==> src/lpa_pkg.sv <==
// Package of constants and types for the LMFC to SYSREF phase alignment block.
package lpa_pkg;
	localparam logic [7:0] ADDR_CHECKS = 8'h30;
	localparam logic [7:0] ADDR_ERR_WINDOW = 8'h34;
	localparam logic [7:0] ADDR_PREV_ERR_LOW = 8'h38;
	localparam logic [7:0] ADDR_PREV_ERR_HIGH = 8'h39;
	localparam logic [7:0] ADDR_CONTROL = 8'h3A;
	localparam logic [7:0] ADDR_STATUS = 8'h3B;
	localparam logic [7:0] RESET_BYTE = 8'h00;
	localparam int CTL_ON_BIT = 7;
	localparam int CTL_ARM_BIT = 6;
	localparam int CTL_CLR_STICKY_BIT = 5;
	localparam int CTL_CLR_PREV_BIT = 4;
	localparam int PREV_LOW_BIT = 7;
	localparam int PREV_HIGH_BIT = 6;
	localparam int STAT_BUSY_BIT = 7;
	localparam int STAT_LOCK_BIT = 3;
	localparam int STAT_ROTATE_BIT = 2;
	localparam int STAT_LIMIT_BIT = 1;
	localparam int STAT_TRIP_BIT = 0;
	localparam int CHK_SUBCLASS_BIT = 1;
	localparam int CHK_INTERP_BIT = 0;
	localparam logic [2:0] MAX_SUBCLASS = 3'h1;
	localparam logic [3:0] INTERP_X1 = 4'h1;
	localparam logic [3:0] INTERP_X2 = 4'h2;
	localparam logic [3:0] INTERP_X4 = 4'h4;
	localparam logic [3:0] INTERP_X8 = 4'h8;
	typedef enum logic [3:0] {
		MODE_ONE_SHOT = 4'h1,
		MODE_CONTINUOUS = 4'h2,
		MODE_MONITOR = 4'h8,
		MODE_ONE_SHOT_MON = 4'h9
	} lpa_mode_t;
	typedef enum logic [1:0] {
		ST_IDLE = 2'b00,
		ST_ARMED = 2'b01,
		ST_TRACK = 2'b10,
		ST_WATCH = 2'b11
	} lpa_state_t;
	typedef struct packed {
		logic [7:0] addr;
		logic [7:0] wdata;
		logic wr;
		logic rd;
	} lpa_reg_req_t;
endpackage

==> src/lpa_align.sv <==
// LMFC to SYSREF phase alignment control, status and register file.
`timescale 1ns/10ps
module lpa_align
(
	input wire logic core_clk,
	input wire logic reset_n,
	input wire lpa_pkg::lpa_reg_req_t reg_req,
	output logic [7:0] reg_rdata,
	input wire logic [2:0] link_subclass,
	input wire logic [3:0] interp_factor,
	input wire logic sysref_in,
	input wire logic [3:0] sysref_phase_err,
	output logic lmfc_adjust,
	output logic [3:0] lmfc_adjust_err,
	output logic [3:0] present_phase_error
);
	lpa_pkg::lpa_state_t state_ff, nxt_state;
	logic [1:0] window_ff, nxt_window;
	logic [7:0] control_ff, nxt_control;
	logic [3:0] prev_err_ff, nxt_prev_err;
	logic prev_low_ff, nxt_prev_low, prev_high_ff, nxt_prev_high;
	logic tripped_ff, nxt_tripped, rotated_ff, nxt_rotated;
	logic locked_ff, nxt_locked, limit_ff, nxt_limit;
	logic bad_subclass_ff, nxt_bad_subclass;
	logic bad_interp_factor_flag_ff, nxt_bad_interp;
	logic adjust_ff, nxt_adjust, align_logic_on;
	logic [3:0] adjust_err_ff, nxt_adjust_err;
	logic [3:0] present_err_ff, nxt_present_err;
	logic [7:0] rdata_ff, nxt_rdata;
	logic ctl_wr, arm_wr, clr_sticky, clr_prev;
	logic err_low, err_high, outside, adjust_now, trip_now;
	logic signed [4:0] err_s, win_s;
	lpa_pkg::lpa_mode_t align_mode_select;

	assign align_logic_on = control_ff[lpa_pkg::CTL_ON_BIT];
	assign align_mode_select = lpa_pkg::lpa_mode_t'(control_ff[3:0]);
	assign ctl_wr = reg_req.wr && (reg_req.addr == lpa_pkg::ADDR_CONTROL);
	// Arming takes effect on a write of one to the arming bit.
	assign arm_wr = ctl_wr && reg_req.wdata[lpa_pkg::CTL_ARM_BIT];
	// Clears act only on a zero to one change of the control bit.
	assign clr_sticky = ctl_wr && reg_req.wdata[lpa_pkg::CTL_CLR_STICKY_BIT]
		&& !control_ff[lpa_pkg::CTL_CLR_STICKY_BIT];
	assign clr_prev = ctl_wr && reg_req.wdata[lpa_pkg::CTL_CLR_PREV_BIT]
		&& !control_ff[lpa_pkg::CTL_CLR_PREV_BIT];
	// Window compare on the signed error against plus or minus window.
	assign err_s = {sysref_phase_err[3], sysref_phase_err};
	assign win_s = {3'h0, window_ff};
	assign err_low = err_s < -win_s;
	assign err_high = err_s > win_s;
	assign outside = err_low || err_high;
	// Only armed or continuous states move the clocks, and only outside.
	assign adjust_now = sysref_in && outside
		&& (state_ff == lpa_pkg::ST_ARMED || state_ff == lpa_pkg::ST_TRACK);
	assign trip_now = sysref_in && (state_ff == lpa_pkg::ST_ARMED);

	always_comb
	begin
		nxt_state = state_ff;
		nxt_window = window_ff;
		nxt_control = control_ff;
		nxt_prev_err = prev_err_ff;
		nxt_prev_low = prev_low_ff;
		nxt_prev_high = prev_high_ff;
		nxt_tripped = tripped_ff;
		nxt_rotated = rotated_ff;
		nxt_locked = locked_ff;
		nxt_limit = limit_ff;
		nxt_adjust = adjust_now;
		nxt_adjust_err = adjust_now ? sysref_phase_err : adjust_err_ff;
		nxt_present_err = present_err_ff;
		// Configuration checks follow the live inputs.
		nxt_bad_subclass = link_subclass > lpa_pkg::MAX_SUBCLASS;
		nxt_bad_interp = !(interp_factor == lpa_pkg::INTERP_X1
			|| interp_factor == lpa_pkg::INTERP_X2
			|| interp_factor == lpa_pkg::INTERP_X4
			|| interp_factor == lpa_pkg::INTERP_X8);
		// Only the two window bits are writable.
		if (reg_req.wr && reg_req.addr == lpa_pkg::ADDR_ERR_WINDOW)
			nxt_window = reg_req.wdata[1:0];
		if (ctl_wr)
			nxt_control = reg_req.wdata;
		// Clears first so that a coincident event wins.
		if (clr_sticky)
		begin
			nxt_tripped = 1'b0;
			nxt_rotated = 1'b0;
		end
		if (clr_prev)
		begin
			nxt_prev_err = 4'h0;
			nxt_prev_low = 1'b0;
			nxt_prev_high = 1'b0;
		end
		if (sysref_in && state_ff != lpa_pkg::ST_IDLE)
		begin
			nxt_locked = !outside;
			nxt_limit = outside;
			nxt_present_err = sysref_phase_err;
		end
		// SYSREF while armed sets the sticky tripped flag.
		if (trip_now)
			nxt_tripped = 1'b1;
		if (adjust_now)
		begin
			// Record the error and its side, zero the live error.
			nxt_prev_err = sysref_phase_err;
			nxt_prev_low = err_low;
			nxt_prev_high = err_high;
			nxt_present_err = 4'h0;
			nxt_rotated = 1'b1;
		end
		// Mode selection drives the state machine.
		case (state_ff)
			lpa_pkg::ST_IDLE:
			begin
				case (align_mode_select)
					lpa_pkg::MODE_CONTINUOUS: nxt_state = lpa_pkg::ST_TRACK;
					lpa_pkg::MODE_MONITOR: nxt_state = lpa_pkg::ST_WATCH;
					lpa_pkg::MODE_ONE_SHOT,
					lpa_pkg::MODE_ONE_SHOT_MON:
						if (arm_wr)
							nxt_state = lpa_pkg::ST_ARMED;
					default: nxt_state = lpa_pkg::ST_IDLE;
				endcase
			end
			lpa_pkg::ST_ARMED:
			begin
				if (sysref_in)
				begin
					if (align_mode_select == lpa_pkg::MODE_ONE_SHOT_MON)
						nxt_state = lpa_pkg::ST_WATCH;
					else
						nxt_state = lpa_pkg::ST_IDLE;
				end
			end
			lpa_pkg::ST_TRACK:
			begin
				if (align_mode_select != lpa_pkg::MODE_CONTINUOUS)
					nxt_state = lpa_pkg::ST_IDLE;
			end
			lpa_pkg::ST_WATCH:
			begin
				if (align_mode_select != lpa_pkg::MODE_MONITOR
					&& align_mode_select != lpa_pkg::MODE_ONE_SHOT_MON)
					nxt_state = lpa_pkg::ST_IDLE;
				else if (arm_wr
					&& align_mode_select == lpa_pkg::MODE_ONE_SHOT_MON)
					nxt_state = lpa_pkg::ST_ARMED;
			end
			default: nxt_state = lpa_pkg::ST_IDLE;
		endcase
		// With the logic switched off the machine rests.
		if (!align_logic_on)
			nxt_state = lpa_pkg::ST_IDLE;
	end

	always_ff @(posedge core_clk)
	begin
		if (!reset_n)
		begin
			state_ff <= lpa_pkg::ST_IDLE;
			window_ff <= 2'h0;
			control_ff <= lpa_pkg::RESET_BYTE;
			prev_err_ff <= 4'h0;
			prev_low_ff <= 1'b0;
			prev_high_ff <= 1'b0;
			tripped_ff <= 1'b0;
			rotated_ff <= 1'b0;
			locked_ff <= 1'b0;
			limit_ff <= 1'b0;
			bad_subclass_ff <= 1'b0;
			bad_interp_factor_flag_ff <= 1'b0;
			adjust_ff <= 1'b0;
			adjust_err_ff <= 4'h0;
			present_err_ff <= 4'h0;
		end
		else
		begin
			state_ff <= nxt_state;
			window_ff <= nxt_window;
			control_ff <= nxt_control;
			prev_err_ff <= nxt_prev_err;
			prev_low_ff <= nxt_prev_low;
			prev_high_ff <= nxt_prev_high;
			tripped_ff <= nxt_tripped;
			rotated_ff <= nxt_rotated;
			locked_ff <= nxt_locked;
			limit_ff <= nxt_limit;
			bad_subclass_ff <= nxt_bad_subclass;
			bad_interp_factor_flag_ff <= nxt_bad_interp;
			adjust_ff <= nxt_adjust;
			adjust_err_ff <= nxt_adjust_err;
			present_err_ff <= nxt_present_err;
		end
	end

	// Read data is registered one cycle after the read request.
	always_comb
	begin
		nxt_rdata = lpa_pkg::RESET_BYTE;
		if (reg_req.rd)
		begin
			case (reg_req.addr)
				lpa_pkg::ADDR_CHECKS:
				begin
					nxt_rdata[lpa_pkg::CHK_SUBCLASS_BIT] = bad_subclass_ff;
					nxt_rdata[lpa_pkg::CHK_INTERP_BIT] =
						bad_interp_factor_flag_ff;
				end
				lpa_pkg::ADDR_ERR_WINDOW: nxt_rdata[1:0] = window_ff;
				lpa_pkg::ADDR_PREV_ERR_LOW: nxt_rdata[3:0] = prev_err_ff;
				lpa_pkg::ADDR_PREV_ERR_HIGH:
				begin
					nxt_rdata[lpa_pkg::PREV_LOW_BIT] = prev_low_ff;
					nxt_rdata[lpa_pkg::PREV_HIGH_BIT] = prev_high_ff;
				end
				lpa_pkg::ADDR_CONTROL: nxt_rdata = control_ff;
				lpa_pkg::ADDR_STATUS:
				begin
					// Busy while waiting armed or tracking.
					nxt_rdata[lpa_pkg::STAT_BUSY_BIT] =
						(state_ff == lpa_pkg::ST_ARMED)
						|| (state_ff == lpa_pkg::ST_TRACK);
					nxt_rdata[lpa_pkg::STAT_LOCK_BIT] = locked_ff;
					nxt_rdata[lpa_pkg::STAT_ROTATE_BIT] = rotated_ff;
					nxt_rdata[lpa_pkg::STAT_LIMIT_BIT] = limit_ff;
					nxt_rdata[lpa_pkg::STAT_TRIP_BIT] = tripped_ff;
				end
				default: nxt_rdata = lpa_pkg::RESET_BYTE;
			endcase
		end
	end

	always_ff @(posedge core_clk)
	begin
		if (!reset_n)
			rdata_ff <= lpa_pkg::RESET_BYTE;
		else
			rdata_ff <= nxt_rdata;
	end

	assign reg_rdata = rdata_ff;
	assign lmfc_adjust = adjust_ff;
	assign lmfc_adjust_err = adjust_err_ff;
	assign present_phase_error = present_err_ff;
endmodule

==> config.mk <==
export PLATFORM = sky130hd
export DESIGN_NAME = lpa_align
export DESIGN_NICKNAME = d
export VERILOG_FILES = /design/src/lpa_pkg.sv /design/src/lpa_align.sv
export SDC_FILE = /design/constraint.sdc
export NUM_CORES = 1
export LEC_CHECK = 0
export BUFFER_PORTS_ARGS = -buffer_cell sky130_fd_sc_hd__buf_4
export CAP_MARGIN = 10
export CORE_AREA = 2 2 94 96
export CTS_CLUSTER_DIAMETER = 100
export DETAILED_ROUTE_END_ITERATION = 16
export DIE_AREA = 0 0 96 98
export GPL_TIMING_DRIVEN = 0
export SLEW_MARGIN = 20
export SYNTH_ARGS = -nofsm -noshare
export SYNTH_HDL_FRONTEND = slang
export SYNTH_SLANG_ARGS = --single-unit
==> constraint.sdc <==
create_clock -name core_clk -period 5.79 [get_ports core_clk]
set_input_delay 1.158 -clock core_clk [delete_from_list [all_inputs] [get_ports core_clk]]
set_output_delay 1.158 -clock core_clk [all_outputs]
set_load 0.005 [all_outputs]
==> results of run 1 <==
[per-layer routing]
| metal | share of wire | wire length (um) | vias to the layer above |
|---|---|---|---|
| met5 | 0 | 0 | - |
| met4 | 0.013 | 67 | 0 |
| met3 | 0.063 | 324 | 5 |
| met2 | 0.45 | 2310 | 53 |
| met1 | 0.47 | 2430 | 821 |
| li1 | - | - | 928 |
[logic make-up (layout without fill, tap and decap cells)]
logic type	Yosys count	in the layout	share of synthesized area
XOR/XNOR	3	3	0.0163
adder cells (fa/ha/maj)	9	9	0.0545
AO/OA/AOI/OAI	53	53	0.186
AND/OR/NAND/NOR	94	94	0.228
multiplexers	17	17	0.0847
buffers and inverters	16	71	0.0333
flip-flops	41	41	0.397
[registers in the layout, summed over array words and instances, names as in the netlist, 2 cells and up]
name,flops
window_ff,2
present_phase_error,4
reg_rdata,8
lmfc_adjust_err,4
state_ff,2
control_ff,8
prev_err_ff,4
[final cells by class]
type / count / area share
buffer: 7 / 0.0133
clock buffer: 5 / 0.0261
clock inverter: 3 / 0.00663
inverter: 9 / 0.0128
multi-input combinational: 176 / 0.446
sequential: 41 / 0.311
tap: 108 / 0.0512
timing repair buffer: 47 / 0.134
[worst max-delay path by stage]
stage	from	to	depth (start not counted)
2_1_floorplan	sysref_phase_err[1]	prev_err_ff[2]$_SDFFE_PN0P_	6
3_3_place_gp	sysref_phase_err[1]	lmfc_adjust_err[3]$_SDFFE_PN0P_	7
3_5_place_dp	sysref_phase_err[1]	lmfc_adjust_err[3]$_SDFFE_PN0P_	7
4_1_cts	sysref_phase_err[1]	lmfc_adjust_err[3]$_SDFFE_PN0P_	7
5_1_grt	sysref_phase_err[1]	lmfc_adjust_err[3]$_SDFFE_PN0P_	7
6_report	sysref_phase_err[1]	lmfc_adjust_err[3]$_SDFFE_PN0P_	7
[report_power, final]
group          total [mW]  internal (mW)  switching (mW)
clock network       0.186         0.0832           0.102
registers           0.283          0.283        0.000642
logic              0.0456         0.0216          0.0240
[worst max-delay path, stage by stage]
cell	delay, ns
buf_4	0.13
ha_1	0.28
nor2b_1	0.12
o21ai_0	0.13
a21o_2	0.28
a21oi_2	0.36
o21ai_0	0.16
[synthesized netlist by cell type, drive strengths merged (3+ instances only)]
library cell  number
a22oi              6
mux2i             13
ha                 9
inv                9
a32oi              3
a21boi             3
nand2b             3
nand3              4
a21oi             11
mux2               4
nand2             30
o2bb2ai            5
and3               4
clkbuf             5
nor2b              6
dfxtp             41
and2b              3
nor3              10
and2               3
nor2              24
o21ai             18
[stage by stage]
stage                      util  setup slack, ns
after detailed placement  0.302             3.03
final                     0.312             3.34
after CTS                 0.312             3.34
after global placement    0.302             3.06
after global routing      0.312             3.21
after floorplan               -             3.37
==> impl_metrics.toml, run 1 <==
[routing]
drt_wl_total_um = 5130
antenna_left = 0
drt-pass1-iter-count = 4
drc = 0
vias_per_cell = 4.56
num_vias = 1807
drt_iter0_drc = 115
routedWlPerCell_um = 13.0

[setup_path]
r2r-end = "lmfc_adjust_err[3]$_SDFFE_PN0P_"
worstSetupPathType = "primary input to register"
startpoint_type = "primary input"
cp_max_fo = 8
end_kind = "register"
r2r_slack_ns = 3.57
crit_required_ns = 5.96
r2r_cells = 9
r2r_start = "window_ff[1]$_SDFFE_PN0P_"
worstPathArrival_ns = 2.62

[cts]
clock-sinks = 41
ctsHoldBuffers = 0
clk_root_buffer_cell = "clkbuf_8"
htree_num_levels = 2
clkTransAtPathRegs_ns = 0.08
clk_latency_ns = 0.29
cts_resized = 0
numCtsBuffers = 5
cts_tree = "yes"
post-cts-setup-buffers = 0
clk_path_buf_depth = 2

[logic_synthesis]
synth_top_area_share = 0.397
ys_ff_latch = 41
synth_edf_count = 0
synthesis.nets = 274
yosys_warnings = 0
syn_area_sq_um = 2070
avgSynthCellArea_sq_um = 8.87
synthTopCellsByArea = "dfxtp_1, mux2i_1, ha_1, nand2_1, nor2_1"
synth_cell_types = 44
ys.flop_type = "dfxtp_1"
ys_seq_area_frac = 0.397
async_flop_share = 0
synth_cells = 233
yosysTopAreaCell = "dfxtp_1"

[floorplanning]
die_h_um = 98
die_w_um = 96
die_area_sq_um = 9410
core-area_sq_um = 8470
io_pins = 49
rows = 34
start_util = 0.244

[worst_hold_path]
hold_path_depth = 2
min_from = "lmfc_adjust_err[2]$_SDFFE_PN0P_"
min_to = "lmfc_adjust_err[2]$_SDFFE_PN0P_"
hold_path_class = "register to register"

[sta]
finalMaxSlewViolations = 0
hold_violations = 0
tightest_slew_ns = 0.549
tns_ns = 0
holdWs_ns = 0.455
fmax_ghz = 0.409
maxSlewHeadroom = 0.634
min_period_over_period = 0.422
setup_viol = 0
finalCriticalPeriod_ns = 2.45
clock_skew_ns = 0.00316
rsz0062_at_grt = "false"

[layout]
stdcell_count = 396
antenna_cells = 0
area_delta_synth_final_pct = 27.8
final_cell_area_sq_um = 2640
n_fill_cell = 870
multi_input_comb_area_sq_um = 1180
final_cell_mix = "buf_4, dfxtp_1, nand2_1, nor2_1, o21ai_0"
final-seq-area_sq_um = 821
drive_above_1_share = 0.250
nets = 328
layout_commonest_cell = "buf_4"

[run_status]
outcome = "finished, final reports clean"

[place]
place_area_sq_um = 2550
post-dp-hpwl_um = 4110
io_buffer_count = 47
place.gp.congestion = 0.860
dp.cells = 388

[power_and_ir_drop]
power.leakage_nw = 1.04
power.total_mw = 0.514
ir_drop_v = 0.0000838
power.density_nw_per_um2 = 195

[flow_run]
maxCapViolCount = 0

[global_route]
antenna_found_initial = 0
use_met1 = 0.156
gr-usage-met2 = 0.183
overflow = 0
top_usage_layer = "met2"
grt_pass1_vias = 1750
grt_use_total = 0.115
grtUsageMet3 = 0.0255
grt_start_max_net_pins = 14
grt_pass1_wl_um = 8540
No activity file was read; power rests on OpenSTA's default activity.
==> inputs of run 2 (changes only) <==
--- a/config.mk
+++ b/config.mk
@@ -5,12 +5,13 @@
 export SDC_FILE = /design/constraint.sdc
 export NUM_CORES = 1
 export LEC_CHECK = 0
+export ABC_AREA = 1
 export BUFFER_PORTS_ARGS = -buffer_cell sky130_fd_sc_hd__buf_4
 export CAP_MARGIN = 10
-export CORE_AREA = 2 2 94 96
+export CORE_AREA = 2 2 93 95
 export CTS_CLUSTER_DIAMETER = 100
 export DETAILED_ROUTE_END_ITERATION = 16
-export DIE_AREA = 0 0 96 98
+export DIE_AREA = 0 0 95 97
 export GPL_TIMING_DRIVEN = 0
 export SLEW_MARGIN = 20
 export SYNTH_ARGS = -nofsm -noshare
==> constraint.sdc (replaced) <==
create_clock -name core_clk -period 2.2 [get_ports core_clk]
set_input_delay 0.44 -clock core_clk [delete_from_list [all_inputs] [get_ports core_clk]]
set_output_delay 0.44 -clock core_clk [all_outputs]
set_load 0.005 [all_outputs]
==> impl_metrics.toml, run 2 <==
[logic_synthesis]
avgSynthCellArea_sq_um = 7.30
synthTopCellsByCount = "nand2_1, inv_1, dfxtp_1"
syn_area_sq_um = 1990
synth_top_area_share = 0.412
ys_ff_latch = 41
yosys_warnings = 0
yosysTopAreaCell = "dfxtp_1"
synth_cell_types = 27
ys.flop_type = "dfxtp_1"
synthesis.nets = 314
synth_cells = 273
ys_seq_area_frac = 0.412
synth_edf_count = 0
yosysMostFrequentCell = "nand2_1"
async_flop_share = 0
synthTopCellsByArea = "dfxtp_1, nand2_1, inv_1, a21oi_1, ha_1"

[sta]
tns_ns = 0
tightest_slew_ns = 0.545
finalMaxSlewViolations = 0
finalCriticalPeriod_ns = 1.98
fmax_ghz = 0.505
maxSlewHeadroom = 0.637
rsz0062_at_grt = "false"
clock_skew_ns = 0.0115
min_period_over_period = 0.900
hold_violations = 0
setup_viol = 0
holdWs_ns = 0.351

[floorplanning]
die_h_um = 97
die_w_um = 95
io_pins = 49
start_util = 0.245
core-area_sq_um = 8130
rows = 33
die_area_sq_um = 9220

[routing]
drt-pass1-iter-count = 4
vias_per_cell = 4.43
drt_wl_total_um = 5240
routedWlPerCell_um = 12.1
drc = 0
num_vias = 1914
antenna_left = 0
drt_iter0_drc = 89

[layout]
layout_commonest_cell = "nand2_1"
n_fill_cell = 879
area_delta_synth_final_pct = 29.5
nets = 368
final_cell_area_sq_um = 2580
drive_above_1_share = 0.220
antenna_cells = 0
final_cell_mix = "nand2_1, buf_4, inv_1, dfxtp_1, a21oi_1"

[setup_path]
r2r-end = "prev_err_ff[1]$_SDFFE_PN0P_"
crit_start = "window_ff[0]$_SDFFE_PN0P_"
r2r_start = "window_ff[0]$_SDFFE_PN0P_"
end_kind = "register"
cp_max_fo = 9
r2r_slack_ns = 0.22
r2r_cells = 12
worstPathArrival_ns = 2.16
crit_required_ns = 2.38
worstSetupPathType = "register to register"
startpoint_type = "register"

[run_status]
outcome = "finished, final reports clean"

[place]
post-dp-hpwl_um = 4150
io_buffer_count = 47
place.gp.congestion = 0.851
place_area_sq_um = 2480

[power_and_ir_drop]
power.leakage_nw = 1.13
power.total_mw = 1.45
ir_drop_v = 0.000236
power.density_nw_per_um2 = 560

[cts]
clk_path_buf_depth = 2
clkTransAtPathRegs_ns = 0.07
clk_latency_ns = 0.30
numCtsBuffers = 5
cts_tree = "yes"
post-cts-setup-buffers = 0
ctsHoldBuffers = 0
htree_num_levels = 2
cts_resized = 0
clock-sinks = 41
clk_root_buffer_cell = "clkbuf_8"

[worst_hold_path]
min_to = "bad_subclass_ff$_SDFF_PN0_"
hold_path_class = "primary input to register"
min_from = "link_subclass[1]"
hold_path_depth = 3

[global_route]
grt_pass1_wl_um = 8750
antenna_found_initial = 0
overflow = 0
grt_use_total = 0.121
grt_pass1_vias = 1877
grt_start_max_net_pins = 13

[flow_run]
maxCapViolCount = 0
==> run 2: area by class of cell <==
type | instances | area [sq um] | share of cell area
Multi-Input combinational cell | 184 | 985 | 0.381
Sequential cell | 41 | 821 | 0.318
Timing Repair Buffer | 47 | 353 | 0.137
Inverter | 45 | 169 | 0.0654
Tap cell | 105 | 131 | 0.0509
Clock buffer | 5 | 68.8 | 0.0267
Clock inverter | 2 | 35.0 | 0.0136
Buffer | 3 | 18.8 | 0.00727
==> run 2: power by group <==
| group | total (mW) | internal, mW | switching (mW) |
|---|---|---|---|
| Combinational | 0.108 | 0.0502 | 0.0575 |
| Sequential | 0.745 | 0.744 | 0.000936 |
| Clock | 0.593 | 0.330 | 0.263 |
| Total | 1.45 | 1.12 | 0.321 |
==> run 2: how the worst max path moves through the flow <==
stage                                   to  slack (ns)  cells after the start
2_1_floorplan  prev_err_ff[0]$_SDFFE_PN0P_        0.48                     12
3_3_place_gp   prev_err_ff[2]$_SDFFE_PN0P_        0.26                     12
3_5_place_dp   prev_err_ff[1]$_SDFFE_PN0P_        0.24                     12
4_1_cts        prev_err_ff[1]$_SDFFE_PN0P_        0.23                     12
5_1_grt        prev_err_ff[2]$_SDFFE_PN0P_        0.02                     13
6_report       prev_err_ff[1]$_SDFFE_PN0P_        0.22                     12
==> run 2: cells by family after synthesis <==
family,synth area share
and+or+nand+nor,0.288
AOI/OAI and AO/OA,0.149
buffers and inverters,0.0942
DFF,0.412
adders and majority gates,0.0565
==> run 2: critical path, cell delays in order, from the launching register on <==
cell	delay, ns
dfxtp_1	0.37
inv_1	0.09
ha_1	0.28
inv_1	0.04
ha_1	0.25
inv_1	0.05
nor2_1	0.03
o21ai_1	0.11
nand3_1	0.11
nand2_1	0.13
nand2_4	0.12
nand2_2	0.16
o21ai_0	0.11
==> run 2: metal layers <==
layer  vias up  wire length, um  track usage  part of all wire
met1       886             2450        0.155              0.47
li1        984                -            -                 -
met2        37             2400        0.192              0.46
met3         7              290       0.0374             0.055
met5         -                0            0                 0
met4         0               93       0.0379             0.018
==> run 2: per-stage QoR <==
step           instances  utilization  worst slack, ns
6_report             432        0.317            0.220
5_1_grt              432        0.317           0.0230
4_1_cts              432        0.317            0.225
3_5_place_dp         425        0.305            0.237
3_3_place_gp         425        0.305            0.260
2_1_floorplan        273            -            0.476
==> inputs of run 3 (changes only) <==
--- a/config.mk
+++ b/config.mk
@@ -5,13 +5,12 @@
 export SDC_FILE = /design/constraint.sdc
 export NUM_CORES = 1
 export LEC_CHECK = 0
-export ABC_AREA = 1
 export BUFFER_PORTS_ARGS = -buffer_cell sky130_fd_sc_hd__buf_4
 export CAP_MARGIN = 10
-export CORE_AREA = 2 2 93 95
+export CORE_AREA = 2 2 94 96
 export CTS_CLUSTER_DIAMETER = 100
 export DETAILED_ROUTE_END_ITERATION = 16
-export DIE_AREA = 0 0 95 97
+export DIE_AREA = 0 0 96 98
 export GPL_TIMING_DRIVEN = 0
 export SLEW_MARGIN = 20
 export SYNTH_ARGS = -nofsm -noshare
==> impl_metrics.toml, run 3 (synthesis gave the netlist of run 1 again) <==
[setup_path]
r2r_cells = 9
slowest_delay_ns = 0.39
crit_chain = "inv_1, ha_1, inv_1, ha_1, and2b_1, o21ai_4, nand2_2, a21oi_4, o21ai_0"
worstPathArrival_ns = 2.25
r2r-end = "lmfc_adjust_err[3]$_SDFFE_PN0P_"
cp_max_fo = 8
end_kind = "register"
critical_path.slowest_cell = "dfxtp_1"
r2r_slack_ns = 0.13
crit_required_ns = 2.38
r2r_start = "window_ff[1]$_SDFFE_PN0P_"
worstSetupPathType = "register to register"
startpoint_type = "register"

[floorplanning]
core-area_sq_um = 8470
rows = 34
start_util = 0.244
die_h_um = 98
io_pins = 49
die_area_sq_um = 9410
die_w_um = 96

[power_and_ir_drop]
p_seq_frac = 0.550
combPwrFrac = 0.091
power.density_nw_per_um2 = 509
ir_drop_v = 0.000226
power.total_mw = 1.36
switchingPower_mw = 0.336
power.leakage_nw = 1.04
p_int_mw = 1.02
p_sw_frac = 0.248
clkPwrFrac = 0.359

[layout]
layout_commonest_cell = "buf_4"
n_fill_cell = 866
nets = 328
area_delta_synth_final_pct = 29.0
stdcell_count = 396
fin_util = 0.315
drive_above_1_share = 0.253
final_cell_area_sq_um = 2670
final_cell_mix = "buf_4, dfxtp_1, nand2_1, nor2_1, o21ai_0"
antenna_cells = 0

[global_route]
antenna_found_initial = 0
grt_pass1_vias = 1759
grt_use_total = 0.115
overflow = 0
grt_pass1_wl_um = 8550
grt_start_max_net_pins = 14

[cts]
post-cts-setup-buffers = 0
cts_tree = "yes"
numCtsBuffers = 5
clock-sinks = 41
htree_num_levels = 2
clk_path_buf_depth = 2
clk_latency_ns = 0.29
ctsHoldBuffers = 0
clk_root_buffer_cell = "clkbuf_8"
clkTransAtPathRegs_ns = 0.08

[routing]
drc = 0
num_vias = 1805
drt_iter0_drc = 117
vias_per_cell = 4.56
drt-pass1-iter-count = 4
antenna_left = 0
routedWlPerCell_um = 13.0
drt_wl_total_um = 5140

[flow_run]
maxCapViolCount = 0

[sta]
min_period_over_period = 0.941
tightest_slew_ns = 0.531
finalMaxSlewViolations = 0
setup_viol = 0
hold_violations = 0
maxSlewHeadroom = 0.646
fmax_ghz = 0.483
tns_ns = 0
finalCriticalPeriod_ns = 2.07
clock_skew_ns = 0.00613

[place]
io_buffer_count = 47
post-dp-hpwl_um = 4110
dp.cells = 388
place.gp.congestion = 0.860
place_area_sq_um = 2550

[run_status]
outcome = "finished, final reports clean"

[worst_hold_path]
hold_path_depth = 3
hold_path_class = "primary input to register"
min_from = "link_subclass[1]"
min_to = "bad_subclass_ff$_SDFF_PN0_"
run 3: power groups by stage:
stage / Clock [mW] / Combinational [mW] / Sequential (mW)
2_1_floorplan: 0 / 0.0501 / 0.762
3_3_place_gp: 0 / 0.119 / 0.763
3_5_place_dp: 0 / 0.121 / 0.763
4_1_cts: 0.505 / 0.122 / 0.746
5_1_grt: 0.532 / 0.137 / 0.746
6_report: 0.488 / 0.124 / 0.746
run 3: timing repair:
action | in CTS | in global routing
pin swaps | 0 | 1
resized for setup | 1 | 3
endpoints found under the setup margin | 5 | 13
run 3: layout make-up:
class / count / area (sq um) / area share
multi-input cells: 176 / 1200 / 0.451
flip-flops and latches: 41 / 821 / 0.308
repair buffers: 47 / 353 / 0.132
well taps: 108 / 135 / 0.0507
clock buffers: 5 / 68.8 / 0.0258
plain buffers: 7 / 35.0 / 0.0131
inverters: 9 / 33.8 / 0.0127
clock inverters: 3 / 17.5 / 0.00657
run 3: how the worst max path moves through the flow:
| stage | start | to | slack (ns) | cells past startpoint |
|---|---|---|---|---|
| after global routing | window_ff[1]$_SDFFE_PN0P_ | lmfc_adjust_err[3]$_SDFFE_PN0P_ | -0.01 | 9 |
| after detailed placement | window_ff[1]$_SDFFE_PN0P_ | lmfc_adjust_err[3]$_SDFFE_PN0P_ | -0.03 | 9 |
| final | window_ff[1]$_SDFFE_PN0P_ | lmfc_adjust_err[3]$_SDFFE_PN0P_ | 0.13 | 9 |
| after CTS | window_ff[1]$_SDFFE_PN0P_ | lmfc_adjust_err[0]$_SDFFE_PN0P_ | 0.02 | 9 |
| after floorplan | window_ff[0]$_SDFFE_PN0P_ | lmfc_adjust_err[3]$_SDFFE_PN0P_ | 0.30 | 9 |
| after global placement | window_ff[1]$_SDFFE_PN0P_ | lmfc_adjust_err[3]$_SDFFE_PN0P_ | 0.02 | 9 |
run 3: routing by layer:
| layer | vias up | share of wire | GRT usage |
|---|---|---|---|
| li1 | 928 | - | - |
| met1 | 829 | 0.47 | 0.155 |
| met2 | 43 | 0.46 | 0.184 |
| met3 | 5 | 0.050 | 0.0255 |
| met4 | 0 | 0.013 | 0.0330 |
| met5 | - | 0 | 0 |
run 3: critical path: cells and delay by family (launching register included):
kind | cells | cell delay (ns)
compound gates | 3 | 0.58
fa+ha+maj | 2 | 0.53
buf+inv | 2 | 0.14
flops | 1 | 0.39
simple gates | 2 | 0.31
run 3: stage by stage:
stage	hold WS, ns	worst slack, ns
6_report	0.353	0.129
5_1_grt	0.380	-0.0129
4_1_cts	0.350	0.0234
3_5_place_dp	0.450	-0.0253
3_3_place_gp	0.440	0.0155
2_1_floorplan	0.436	0.300
